===== config.mk =====
export PLATFORM = sky130hd
export DESIGN_NAME = lsi_regs
export DESIGN_NICKNAME = d
export VERILOG_FILES = /design/src/rtl/lsi_pkg.sv /design/src/rtl/lsi_regs.sv
export SDC_FILE = /design/constraint.sdc
export NUM_CORES = 1
export LEC_CHECK = 0
export BUFFER_PORTS_ARGS = -buffer_cell sky130_fd_sc_hd__clkbuf_2
export CAP_MARGIN = 20
export CORE_MARGIN = 2
export CORE_UTILIZATION = 42
export DETAILED_ROUTE_END_ITERATION = 8
export HOLD_SLACK_MARGIN = 0.1
export PLACE_DENSITY = 0.88
export SYNTH_ARGS = -nofsm -noshare
export SYNTH_HDL_FRONTEND = slang
export SYNTH_SLANG_ARGS = --single-unit

===== constraint.sdc =====
create_clock -name aclk -period 1.7 [get_ports aclk]
set_clock_uncertainty 0.1 [all_clocks]
set_input_delay 0.085 -clock aclk [delete_from_list [all_inputs] [get_ports aclk]]
set_output_delay 0.085 -clock aclk [all_outputs]
set_load 0.005 [all_outputs]

===== src/rtl/lsi_pkg.sv =====
// Package for the line status and interrupt event register block.
// Assumes one clock domain and an AXI4-Lite master with 32-bit data.
package lsi_pkg;

    // ------------------------------------------------------------------
    // Register indices as printed; byte address is four times the index.
    // ------------------------------------------------------------------
    localparam logic [7:0] LSI_IDX_LIVE_A  = 8'h17;
    localparam logic [7:0] LSI_IDX_LIVE_B  = 8'h18;
    localparam logic [7:0] LSI_IDX_LATCH_A = 8'h19;
    localparam logic [7:0] LSI_IDX_LATCH_B = 8'h1a;
    localparam logic [7:0] LSI_IDX_CTRL    = 8'h20;

    // Address width of the register bus.
    localparam int LSI_AW = 12;

    // ------------------------------------------------------------------
    // Field positions.
    // ------------------------------------------------------------------
    localparam int LSI_BIT_LOS   = 0;
    localparam int LSI_BIT_AIS   = 1;
    localparam int LSI_BIT_DF    = 2;
    localparam int LSI_BIT_TCLK  = 3;
    localparam int LSI_BIT_PRBS  = 4;
    localparam int LSI_BIT_LPDN  = 5;
    localparam int LSI_BIT_LPUP  = 6;
    localparam int LSI_BIT_RLP   = 5;

    // Control register: masks in bits 2..0, edge selects in bits 6..4.
    localparam int LSI_CTRL_ES_SHIFT = 4;
    localparam logic [7:0] LSI_CTRL_RESET = 8'h07;
    localparam logic [7:0] LSI_CTRL_WMASK = 8'h77;

    // AXI response codes.
    localparam logic [1:0] LSI_RESP_OKAY   = 2'h0;
    localparam logic [1:0] LSI_RESP_SLVERR = 2'h2;

    // Live condition inputs grouped together.
    typedef struct packed {
        logic driver_short_flag;
        logic alarm_pattern_flag;
        logic signal_absent_flag;
        logic far_loopback_flag;
    } lsi_live_s;

    // One-cycle event pulses from detectors outside this block.
    typedef struct packed {
        logic loop_up_code_event;
        logic loop_down_code_event;
        logic pattern_sync_event;
        logic tx_clock_missing_event;
        logic wave_amplitude_overflow_event;
        logic jitter_buffer_full_event;
        logic jitter_buffer_empty_event;
        logic pattern_bit_error_event;
        logic excess_zeros_event;
        logic code_violation_event;
        logic second_timer_event;
        logic error_counter_wrap_event;
    } lsi_evt_s;

endpackage : lsi_pkg


===== src/rtl/lsi_regs.sv =====
// Line status monitors and clear-on-read event latches behind AXI4-Lite.
// Assumes a synchronous active-low reset and detector pulses on aclk.
// Functional notes
// - Live bit 2 shows driver short.
// - Driver fault event on edge per select.
// - Live bit 1 shows alarm pattern.
// - Alarm event on edge per select.
// - Live bit 0 shows signal loss.
// - Signal loss event on edge per select.
// - Second live register bit 5 far loopback.
// - Live registers read-only at 17H, 18H.
// - Reading 19H returns then clears latches.
// - Reading 1AH returns then clears latches.
// - Latch A bit 6 loop-up code.
// - Latch A bit 5 loop-down code.
// - Latch A bit 4 pattern sync.
// - Latch A bit 3 transmit clock loss.
// - Latch A bit 2 driver fault.
// - Latch A bit 1 alarm pattern.
// - Latch A bit 0 signal loss.
// - Latch B bit 7 amplitude overflow.
// - Latch B bits 6,5 jitter buffer.
// - Latch B bits 4,3 errors, zeros.
// - Latch B bit 2 code violation.
// - Latch B bits 1,0 timer, counter.
`timescale 1ns/1ps
module lsi_regs
    import lsi_pkg::*;
(
    // Clock and reset
    input  wire logic                aclk,
    input  wire logic                aresetn,
    // Write address channel
    input  wire logic [LSI_AW-1:0]   s_axi_awaddr,
    input  wire logic                s_axi_awvalid,
    output logic                     s_axi_awready,
    // Write data channel
    input  wire logic [31:0]         s_axi_wdata,
    input  wire logic [3:0]          s_axi_wstrb,
    input  wire logic                s_axi_wvalid,
    output logic                     s_axi_wready,
    // Write response channel
    output logic [1:0]               s_axi_bresp,
    output logic                     s_axi_bvalid,
    input  wire logic                s_axi_bready,
    // Read address channel
    input  wire logic [LSI_AW-1:0]   s_axi_araddr,
    input  wire logic                s_axi_arvalid,
    output logic                     s_axi_arready,
    // Read data channel
    output logic [31:0]              s_axi_rdata,
    output logic [1:0]               s_axi_rresp,
    output logic                     s_axi_rvalid,
    input  wire logic                s_axi_rready,
    // Line conditions and detector events
    input  wire lsi_live_s           live_in,
    input  wire lsi_evt_s            evt_in,
    // Interrupt request
    output logic                     irq
);

    // ------------------------------------------------------------------
    // Helpers
    // ------------------------------------------------------------------

    // Byte address of a register index.
    function automatic logic [LSI_AW-1:0] reg_addr(input logic [7:0] idx);
        reg_addr = LSI_AW'({idx, 2'b00});
    endfunction : reg_addr

    // Edge-selected change detector shared by the three monitored flags.
    function automatic logic edge_hit(input logic now, input logic prev,
                                      input logic any_edge, input logic mask);
        edge_hit = !mask && (any_edge ? (now != prev) : (now && !prev));
    endfunction : edge_hit

    // ------------------------------------------------------------------
    // State
    // ------------------------------------------------------------------
    logic [7:0]        live_a_r;
    logic [7:0]        live_b_r;
    logic [7:0]        live_a_nxt;
    logic [7:0]        live_b_nxt;
    logic [7:0]        latch_a_r;
    logic [7:0]        latch_b_r;
    logic [7:0]        set_a;
    logic [7:0]        set_b;
    logic [7:0]        ctrl_r;
    logic [LSI_AW-1:0] awaddr_r;
    logic [31:0]       wdata_r;
    logic [3:0]        wstrb_r;
    logic              aw_have_r;
    logic              w_have_r;
    logic              clr_a;
    logic              clr_b;
    logic              rd_take;
    logic [31:0]       rd_val;
    logic              rd_ok;

    // Live images; reserved bits stay zero.
    always_comb
    begin
        live_a_nxt = 8'h00;
        live_a_nxt[LSI_BIT_DF]  = live_in.driver_short_flag;
        live_a_nxt[LSI_BIT_AIS] = live_in.alarm_pattern_flag;
        live_a_nxt[LSI_BIT_LOS] = live_in.signal_absent_flag;
        live_b_nxt = 8'h00;
        live_b_nxt[LSI_BIT_RLP] = live_in.far_loopback_flag;
    end

    // Registered live status also serves as the previous value for edges.
    always_ff @(posedge aclk)
    begin
        if (!aresetn)
        begin
            live_a_r <= 8'h00;
            live_b_r <= 8'h00;
        end
        else
        begin
            live_a_r <= live_a_nxt;
            live_b_r <= live_b_nxt;
        end
    end

    // Event set vectors in register layout.
    always_comb
    begin
        set_a = 8'h00;
        set_a[LSI_BIT_LPUP] = evt_in.loop_up_code_event;
        set_a[LSI_BIT_LPDN] = evt_in.loop_down_code_event;
        set_a[LSI_BIT_PRBS] = evt_in.pattern_sync_event;
        set_a[LSI_BIT_TCLK] = evt_in.tx_clock_missing_event;
        set_a[LSI_BIT_DF]   = edge_hit(live_a_nxt[LSI_BIT_DF], live_a_r[LSI_BIT_DF],
                              ctrl_r[LSI_CTRL_ES_SHIFT + LSI_BIT_DF],
                              ctrl_r[LSI_BIT_DF]);
        set_a[LSI_BIT_AIS]  = edge_hit(live_a_nxt[LSI_BIT_AIS], live_a_r[LSI_BIT_AIS],
                              ctrl_r[LSI_CTRL_ES_SHIFT + LSI_BIT_AIS],
                              ctrl_r[LSI_BIT_AIS]);
        set_a[LSI_BIT_LOS]  = edge_hit(live_a_nxt[LSI_BIT_LOS], live_a_r[LSI_BIT_LOS],
                              ctrl_r[LSI_CTRL_ES_SHIFT + LSI_BIT_LOS],
                              ctrl_r[LSI_BIT_LOS]);
        set_b = {evt_in.wave_amplitude_overflow_event,
                 evt_in.jitter_buffer_full_event,
                 evt_in.jitter_buffer_empty_event,
                 evt_in.pattern_bit_error_event,
                 evt_in.excess_zeros_event,
                 evt_in.code_violation_event,
                 evt_in.second_timer_event,
                 evt_in.error_counter_wrap_event};
    end

    // Sticky latches; a new event in the clearing cycle survives the clear.
    // Letting the set win means an event that races a read is never lost.
    always_ff @(posedge aclk)
    begin
        if (!aresetn)
        begin
            latch_a_r <= 8'h00;
            latch_b_r <= 8'h00;
        end
        else
        begin
            latch_a_r <= (clr_a ? 8'h00 : latch_a_r) | set_a;
            latch_b_r <= (clr_b ? 8'h00 : latch_b_r) | set_b;
        end
    end

    // Interrupt follows the latches one cycle later.
    always_ff @(posedge aclk)
    begin
        if (!aresetn)
            irq <= 1'b0;
        else
            irq <= (|latch_a_r) || (|latch_b_r);
    end

    // ------------------------------------------------------------------
    // AXI4-Lite write path
    // ------------------------------------------------------------------

    // Address and data are caught independently in either order.
    always_ff @(posedge aclk)
    begin
        if (!aresetn)
        begin
            aw_have_r <= 1'b0;
            w_have_r  <= 1'b0;
            awaddr_r  <= '0;
            wdata_r   <= 32'h0000_0000;
            wstrb_r   <= 4'h0;
        end
        else if (aw_have_r && w_have_r)
        begin
            aw_have_r <= 1'b0;
            w_have_r  <= 1'b0;
        end
        else
        begin
            if (s_axi_awvalid && s_axi_awready)
            begin
                aw_have_r <= 1'b1;
                awaddr_r  <= s_axi_awaddr;
            end
            if (s_axi_wvalid && s_axi_wready)
            begin
                w_have_r <= 1'b1;
                wdata_r  <= s_axi_wdata;
                wstrb_r  <= s_axi_wstrb;
            end
        end
    end

    // Ready is a flop so that every output leaves a register. It drops on the
    // accepting edge and returns when the response is taken, which keeps a
    // second write out until the first one has been answered.
    always_ff @(posedge aclk)
    begin
        if (!aresetn)
        begin
            s_axi_awready <= 1'b1;
            s_axi_wready  <= 1'b1;
        end
        else if (s_axi_bvalid && s_axi_bready)
        begin
            s_axi_awready <= 1'b1;
            s_axi_wready  <= 1'b1;
        end
        else
        begin
            if (s_axi_awvalid && s_axi_awready)
                s_axi_awready <= 1'b0;
            if (s_axi_wvalid && s_axi_wready)
                s_axi_wready <= 1'b0;
        end
    end

    // Only the control register is writable; status writes give SLVERR.
    always_ff @(posedge aclk)
    begin
        if (!aresetn)
        begin
            ctrl_r       <= LSI_CTRL_RESET;
            s_axi_bvalid <= 1'b0;
            s_axi_bresp  <= LSI_RESP_OKAY;
        end
        else if (aw_have_r && w_have_r)
        begin
            s_axi_bvalid <= 1'b1;
            if (awaddr_r == reg_addr(LSI_IDX_CTRL))
            begin
                s_axi_bresp <= LSI_RESP_OKAY;
                if (wstrb_r[0])
                    ctrl_r <= wdata_r[7:0] & LSI_CTRL_WMASK;
            end
            else
                s_axi_bresp <= LSI_RESP_SLVERR;
        end
        else if (s_axi_bvalid && s_axi_bready)
            s_axi_bvalid <= 1'b0;
    end

    // ------------------------------------------------------------------
    // AXI4-Lite read path
    // ------------------------------------------------------------------

    // Read decode; the clear strobes fire only on the accepted address.
    always_comb
    begin
        rd_take = s_axi_arvalid && s_axi_arready;
        rd_ok   = 1'b1;
        rd_val  = 32'h0000_0000;
        if (s_axi_araddr == reg_addr(LSI_IDX_LIVE_A))
            rd_val = {24'h00_0000, live_a_r};
        else if (s_axi_araddr == reg_addr(LSI_IDX_LIVE_B))
            rd_val = {24'h00_0000, live_b_r};
        else if (s_axi_araddr == reg_addr(LSI_IDX_LATCH_A))
            rd_val = {24'h00_0000, latch_a_r};
        else if (s_axi_araddr == reg_addr(LSI_IDX_LATCH_B))
            rd_val = {24'h00_0000, latch_b_r};
        else if (s_axi_araddr == reg_addr(LSI_IDX_CTRL))
            rd_val = {24'h00_0000, ctrl_r};
        else
            rd_ok = 1'b0;
        clr_a = rd_take && (s_axi_araddr == reg_addr(LSI_IDX_LATCH_A));
        clr_b = rd_take && (s_axi_araddr == reg_addr(LSI_IDX_LATCH_B));
    end

    // One read at a time; data is captured with the old latch value.
    always_ff @(posedge aclk)
    begin
        if (!aresetn)
        begin
            s_axi_arready <= 1'b1;
            s_axi_rvalid  <= 1'b0;
            s_axi_rdata   <= 32'h0000_0000;
            s_axi_rresp   <= LSI_RESP_OKAY;
        end
        else if (rd_take)
        begin
            s_axi_arready <= 1'b0;
            s_axi_rvalid  <= 1'b1;
            s_axi_rdata   <= rd_val;
            s_axi_rresp   <= rd_ok ? LSI_RESP_OKAY : LSI_RESP_SLVERR;
        end
        else if (s_axi_rvalid && s_axi_rready)
        begin
            s_axi_rvalid  <= 1'b0;
            s_axi_arready <= 1'b1;
        end
    end
endmodule : lsi_regs


### Word level (Yosys, flattened, before mapping)

Cells that the tools add are included.

| storage, ports and cells | value |
|---|---|
| register bits after elaboration | 102 |
| bits in latches | 0 |
| bits in writable memories | 0 |
| ROM bits | 0 |
| input bits | 83 |
| output and inout port bits | 42 |
| word-level logic and storage cells | 87 |
| memories | 0 |

| operators by class | value |
|---|---|
| add/sub/neg operators | 0 |
| multiply operators | 0 |
| div/mod/pow operators | 0 |
| $lt $le $gt $ge | 0 |
| equality and inequality tests | 9 |
| shift-type cells | 0 |
| multiplexer cells | 23 |
| bitwise gates (word level) | 4 |
| reductions and logical operators | 30 |

Operators by type and width:

| cell | number |
|---|---|
| $eq A12 B7 Y1 const B | 4 |
| $mux W8 | 6 |
| $eq A12 B8 Y1 const B | 2 |
| $reduce_or A8 Y1 | 2 |
| $logic_and A1 B1 Y1 | 14 |
| $mux W1 | 14 |
| $or A8 B7 Y8 | 1 |
| $or A8 B8 Y8 | 1 |
| $mux W7 | 1 |
| $logic_not A1 Y1 | 6 |
| $mux W2 | 2 |
| $reduce_and A2 Y1 | 2 |
| $reduce_bool A2 Y1 | 2 |
| $reduce_or A2 Y1 | 2 |
| $ne A1 B1 Y1 | 3 |
| $reduce_and A3 Y1 | 1 |
| $not A1 Y1 | 2 |
| $logic_or A1 B1 Y1 | 1 |

### Depth between registers and ports, before layout

Gate-level depths: netlist of run 1.

| logic depth | value |
|---|---|
| depth in word-level cells | 7 |
| mapped depth | 6 |
| mapped depth without buffers | 6 |

### Least setup slack after synthesis of run 1

Ideal clock, no wire load.

| path | value |
|---|---|
| path kind | register -> register |
| start point | register awaddr_r[1] |
| end point | register ctrl_r[0] |
| arrival | 1.504 ns |
| slack | -0.031 ns |
| cell stages (with the launch flop) | 6 |
| buffers on the path | 0 |
| cells stage by stage | dfxtp_1 > or4_1 > nor2_1 > nand4_1 > mux2i_1 > nand2_1 |

| between the ends | value |
|---|---|
| cells in the longest elaborated chain, start to end | 2 |

Ends and longest elaborated chain:

| item | line | RTL |
|---|---|---|
| start: declaration | lsi_regs.sv:89 | `logic [LSI_AW-1:0] awaddr_r;` |
| start signal: assignment | lsi_regs.sv:203 | `awaddr_r <= s_axi_awaddr;` |
| $eq A12 B8 Y1 | lsi_regs.sv:250 | `if (awaddr_r == reg_addr(LSI_IDX_CTRL))` |
| $reduce_and A3 Y1 (no line) | -- |  |
| end signal: assignment | lsi_regs.sv:254 | `ctrl_r <= wdata_r[7:0] & LSI_CTRL_WMASK;` |
| end: declaration | lsi_regs.sv:88 | `logic [7:0] ctrl_r;` |

No other way between the ends.
A chain may end at the register's enable or synchronous reset.

### Final worst setup path of run 1

| path | value |
|---|---|
| start point | register awaddr_r[6] |
| end point | register ctrl_r[5] |

Same word-level chain as after synthesis.

==> impl_metrics.tcl, run 1 <==
set metrics [dict create \
    area_growth_pct 40.82 \
    synth_top_cells_by_area "dfxtp_1 (45%), a21oi_1 (8.4%), buf_4 (7.1%)" \
    cp-start-kind "flip-flop" \
    outcome "finished with violations" \
    antenna_found_initial 0 \
    ant_nets 0 \
    viasPerCell 4.972 \
    die-area_um2 7186 \
    clkSinkCount 62 \
    nets 549 \
    slowest_stage "or4_4" \
    worstPathRequired_ps 1810 \
    finalCritPeriodShare_pct 100.0 \
    drt-total-wl_um 7145 \
    die_height_um 84.77 \
    syn_area_um2 2740 \
    design_area_um2 3859 \
    crit_type "reg2reg" \
    hold_class "in2reg" \
    dpl_cell_area_um2 3189 \
    cts_made_buffers 9 \
    synth_edf_count 0 \
    die_x_um 84.77 \
    cp_top_family "simple AND/OR/NAND/NOR gates" \
    port_buffers 69 \
    setup_viol 1 \
    fin_total_pwr_uw 3074 \
    ys_seq_area_share_pct 45.30 \
    grt_pass1_wl_um 11790 \
    setup_ws_ps -0.4817 \
    violations "negative setup slack" \
    regToRegSetupSlack_ps -0.5 \
    period_minus_slack_ps 1700 \
    max_freq_mhz 588.1 \
    slowest_delay_ps 550 \
    track_usage_pct 20.61 \
    syn_inst 327 \
    ys_types 44 \
    htreeDepth 3 \
    hold_violations 0 \
    synth_warnings 0 \
    cp_data_arrival_time_ps 1810 \
    grt_max_degree 16 \
    num_vias 2705 \
    clk_latency_ps 340 \
    yosys.area.top_type_share_pct 45.30 \
    place_congestion 0.8718 \
    power.density_nw_per_um2 796.8 \
    rsz0062_at_grt "yes" \
    drt_iter0_drc 100 \
    root_buffer "clkbuf_8" \
    overflow 0 \
    core_area_um2 6314 \
    avgSynthCellArea_um2 8.380 \
    leakage_uw 0.001741 \
    crit_buf_inv 1 \
    initial_core_util_pct 43.40 \
    final_max_slew_viol_count 0 \
    synth_commonest_cells "dfxtp_1 (62), a21oi_1 (46), nand2_1 (43)" \
    first_pass_iters 4 \
    drive_gt1_share_pct 26.12 \
    clk_pin_slew_ps 70 \
    ys.flop_type "dfxtp_1" \
    rows 29 \
    drc_errors 0 \
    wl_per_cell_um 13.13 \
    grt_pass1_vias 2602 \
    diodes 0 \
    async_flop_share_pct 0 \
    yosys.area.top_type "dfxtp_1" \
    synth_seq_cells 62 \
    crit_path_end_kind "flip-flop" \
    path_cells "or4_4, nor2_4, nand4_1, buf_6, mux2i_1, nor2_1" \
    io_pins 125 \
    drv_cap 0 \
    cts_tree "yes" \
    crit_path_max_fanout 6 \
    ir_drop_mv 0.4924 \
    yosysMostFrequentCell "dfxtp_1" \
    cts_buffer_depth 2 \
    dpl.hpwl_um 4914 \
]
state kept, by name (all words and copies together), names as in the netlist, 3 cells and up:
signal and cells:
awaddr_r 12, ctrl_r 6, latch_a_r 7, latch_b_r 8, live_a_r 3, s_axi_rdata 8
wdata_r 6
worst paths after layout:
path | from | endpoint | cells past startpoint
setup / recovery | awaddr_r[6] | ctrl_r[5] | 6
setup reg to reg | awaddr_r[6] | ctrl_r[5] | 6
hold reg to reg | awaddr_r[1] | awaddr_r[1] | 2
hold / removal | aresetn | wdata_r[0] | 3
worst min-delay path, cell delays in order:
cell and delay [ps]:
clkbuf_2 90, inv_1 220, nor2_1 150
cell families (layout without fill, tap and decap cells):
logic type      after synthesis  after routing  synth area share (%)
buf+inv                      46            161                 9.863
compound gates               75             75                 15.57
other cells                   1             26                0.1369
simple gates                125            125                 22.19
flops                        62             62                 45.30
mux                          15             15                 5.571
fa+ha+maj                     3              3                 1.370
repair_timing:
action | in CTS | in global routing
endpoints found under the setup margin | 4 | 8
pin swaps | 1 | 4
resized for setup | 4 | 7
hold buffers | 45 | 0
endpoints found under the hold margin | 47 | 0
setup buffers | 4 | 0
through the flow:
stage	hold slack, ps	cells	setup slack, ps	util, %	TNS [ps]
after floorplan	85.35	352	-12.26	-	-41.74
after detailed placement	197.8	480	-69.19	50.52	-253.3
after CTS	126.8	544	9.113	60.76	0
final	149.8	544	-0.4817	61.12	-0.4817
after global placement	190.6	480	-47.15	50.52	-86.00
after global routing	168.4	544	-62.41	61.12	-293.4
layout make-up:
type	count	area (um2)
clock buffers	10	127.6
clock inverters	5	27.53
fillers	551	2455
inverters	7	26.28
multi-input cells	244	1348
flip-flops and latches	62	1246
well taps	77	96.34
repair buffers	139	987.2
layer usage:
metal  routed length (um)  share of wire, %  GRT usage, %  up-vias
met2                 3535                49         35.79       90
met3                  410               5.7         7.080       13
met1                 3050                43         23.36     1254
met5                    0                 0             0        -
li1                     -                 -             -     1348
met4                  148               2.1         7.648        0
power breakdown:
group | switching (uW) | internal (uW) | leakage (uW)
Clock | 554 | 509 | 0.0000817
Sequential | 50.3 | 1530 | 0.000511
Combinational | 203 | 233 | 0.00115
Total | 807 | 2270 | 0.00174
placed cells by master (no fill, tap or decap), drive strengths merged, types with 2 or more instances in the layout:
cell,Yosys,layout
a21oi,46,46
nand4b,2,2
nand3,8,8
nor4,6,6
o2bb2ai,2,2
nand2,43,43
a211oi,3,3
mux2,2,2
and2,5,5
conb,1,26
nand2b,5,5
or4b,2,2
ha,3,3
clkinv,0,4
o31ai,3,3
nor3,3,3
nor2,38,38
or4,3,3
o21ai,10,10
buf,27,25
mux2i,13,13
nand4,2,2
a21o,4,4
dfxtp,62,62
inv,7,7
dlygate4sd3,0,45
clkbuf,12,79
a31oi,2,2
Note: power is estimated with default switching activity, not from simulation.
==> run 2: changes to the inputs <==
Settings changed: MAX_ROUTING_LAYER set to met4.
==> run 2 against run 1 <==
  * The flow still finishes with violations (negative setup slack)
  * Global-route usage grew 0.94 points
  * Maximum frequency decreased by 0.94%
  * Critical path depth stayed put
  * Clock power is 26% higher
  * Sequential power barely moved
  * Hold slack worse by 1.1 ps
  * Sequential share of layout area is 0.71 points lower
  * Register-to-register slack lost 20 ps
  * Cell area increased by 1.9%
  * First-iteration DRC count decreased by 4.0%
  * Critical endpoint is now ctrl_r[0]
==> impl_metrics.tcl, run 2 (synthesis results as in run 1) <==
set metrics [dict create \
    cts_made_buffers 9 \
    cp_data_arrival_time_ps 1840 \
    clk_latency_ps 350 \
    port_buffers 69 \
    die_height_um 84.77 \
    setup_ws_ps -16.67 \
    largest_reg_flops 12 \
    rsz0062_at_grt "yes" \
    worst_hold_slack_ps 148.7 \
    viasPerCell 5.007 \
    clk_pin_slew_ps 80 \
    placed_cells 476 \
    fin_total_pwr_uw 3348 \
    worstPathRequired_ps 1820 \
    antenna_found_initial 0 \
    drc_errors 0 \
    layout_commonest_cell "clkbuf_2" \
    crit_path_max_fanout 6 \
    ant_nets 0 \
    initial_core_util_pct 43.40 \
    wl_per_cell_um 13.27 \
    grt_pass1_wl_um 12230 \
    path_depth 6 \
    die-area_um2 7186 \
    diodes 0 \
    reg2reg_depth 6 \
    finalCritPeriodShare_pct 101.0 \
    drive_gt1_share_pct 24.73 \
    outcome "finished with violations" \
    nets 550 \
    drt-total-wl_um 7248 \
    regToRegSetupSlack_ps -20 \
    dpl.hpwl_um 4838 \
    worstReg2RegEnd "ctrl_r[0]" \
    htreeDepth 3 \
    grt_pass1_vias 2662 \
    hold_violations 0 \
    setup_viol 3 \
    regMostFlops "awaddr_r" \
    cts_tree "yes" \
    hold_end "s_axi_rdata[5]" \
    slowest_stage "or4_4" \
    hold_class "in2reg" \
    overflow 0 \
    die_x_um 84.77 \
    max_freq_mhz 582.5 \
    cp-start-kind "flip-flop" \
    final_max_slew_viol_count 0 \
    holdPathStages 6 \
    most-common-layout-cells "clkbuf_2 (69), dfxtp_1 (61), dlygate4sd3_1 (50)" \
    first_pass_iters 4 \
    period_minus_slack_ps 1717 \
    min-delay-start "s_axi_araddr[10]" \
    crit_buf_inv 1 \
    path_cells "or4_4, nor2_4, nand4_1, buf_6, mux2i_1, nand2_1" \
    drv_cap 0 \
    num_vias 2734 \
    drt_iter0_drc 96 \
    cp_top_family "simple AND/OR/NAND/NOR gates" \
    final_cells 546 \
    power.density_nw_per_um2 851.0 \
    area_growth_pct 43.56 \
    place_congestion 0.8934 \
    cts_buffer_depth 2 \
    worstReg2RegStart "awaddr_r[1]" \
    leakage_uw 0.001762 \
    crit_type "reg2reg" \
    crit_path_end_kind "flip-flop" \
    grt_max_degree 50 \
    post-place-ws_ps -55.15 \
    track_usage_pct 21.56 \
    ir_drop_mv 0.6114 \
    violations "negative setup slack" \
    rows 29 \
    root_buffer "clkbuf_8" \
    clkSinkCount 62 \
    setup_tns_ps -28.75 \
    core_area_um2 6314 \
    slowest_delay_ps 550 \
    reg_top3 "awaddr_r x12, latch_b_r x8, s_axi_rdata x8" \
    io_pins 125 \
]
## run 2: cell count changes in the layout (fill, tap and decap cells not counted), sizes merged
cell / change
buf: -4
bufinv: +1
clkinv: -1
dlygate4sd3: +5
inv: +1
## run 2: worst max-delay path by stage
stage / startpoint / end / slack, ps
5_1_grt: awaddr_r[1] / ctrl_r[0] / -100
4_1_cts: awaddr_r[1] / ctrl_r[0] / -20
2_1_floorplan: awaddr_r[1] / ctrl_r[0] / -10
3_3_place_gp: s_axi_araddr[2] / s_axi_rdata[5] / -40
3_5_place_dp: s_axi_araddr[2] / s_axi_rdata[5] / -60
6_report: awaddr_r[1] / ctrl_r[0] / -20
## run 2: power by group
| part | switching (uW) | internal [uW] |
|---|---|---|
| combinational | 204 | 234 |
| sequential | 50.5 | 1520 |
| clock | 612 | 724 |
| total | 866 | 2480 |
## run 2: through the flow
step	utilization [%]	instance area (um2)
floorplan	-	2834
global placement	50.24	3172
detailed placement	50.24	3172
CTS	61.99	3914
global route	62.31	3934
finish	62.31	3934
## run 2: routing by layer
layer  share of wire, %  track usage (%)
met1                 44            26.66
met2                 48            34.65
met3                5.9            4.621
met4                2.1            7.937
met5                  0                -
## run 2: worst register-to-register path: stages, from the launching register on
cell	delay, ps
dfxtp_2	320
or4_4	550
nor2_4	110
nand4_1	120
buf_6	180
mux2i_1	150
nand2_1	70
## run 2: cell type report
| type | count | area (um2) |
|---|---|---|
| clock inverter | 6 | 68.82 |
| sequential | 62 | 1242 |
| multi-input combinational | 244 | 1343 |
| timing repair buffer | 140 | 1020 |
| fill | 541 | 2380 |
| tap | 77 | 96.34 |
| inverter | 7 | 26.28 |
| clock buffer | 10 | 137.6 |
## run 2: what timing repair did
action,4_1_cts,5_1_grt
setup buffers,4,0
hold buffers,49,1
endpoints found under the hold margin,47,1
pin swaps,1,2
gates resized for setup,4,3
setup endpoints to repair,6,9
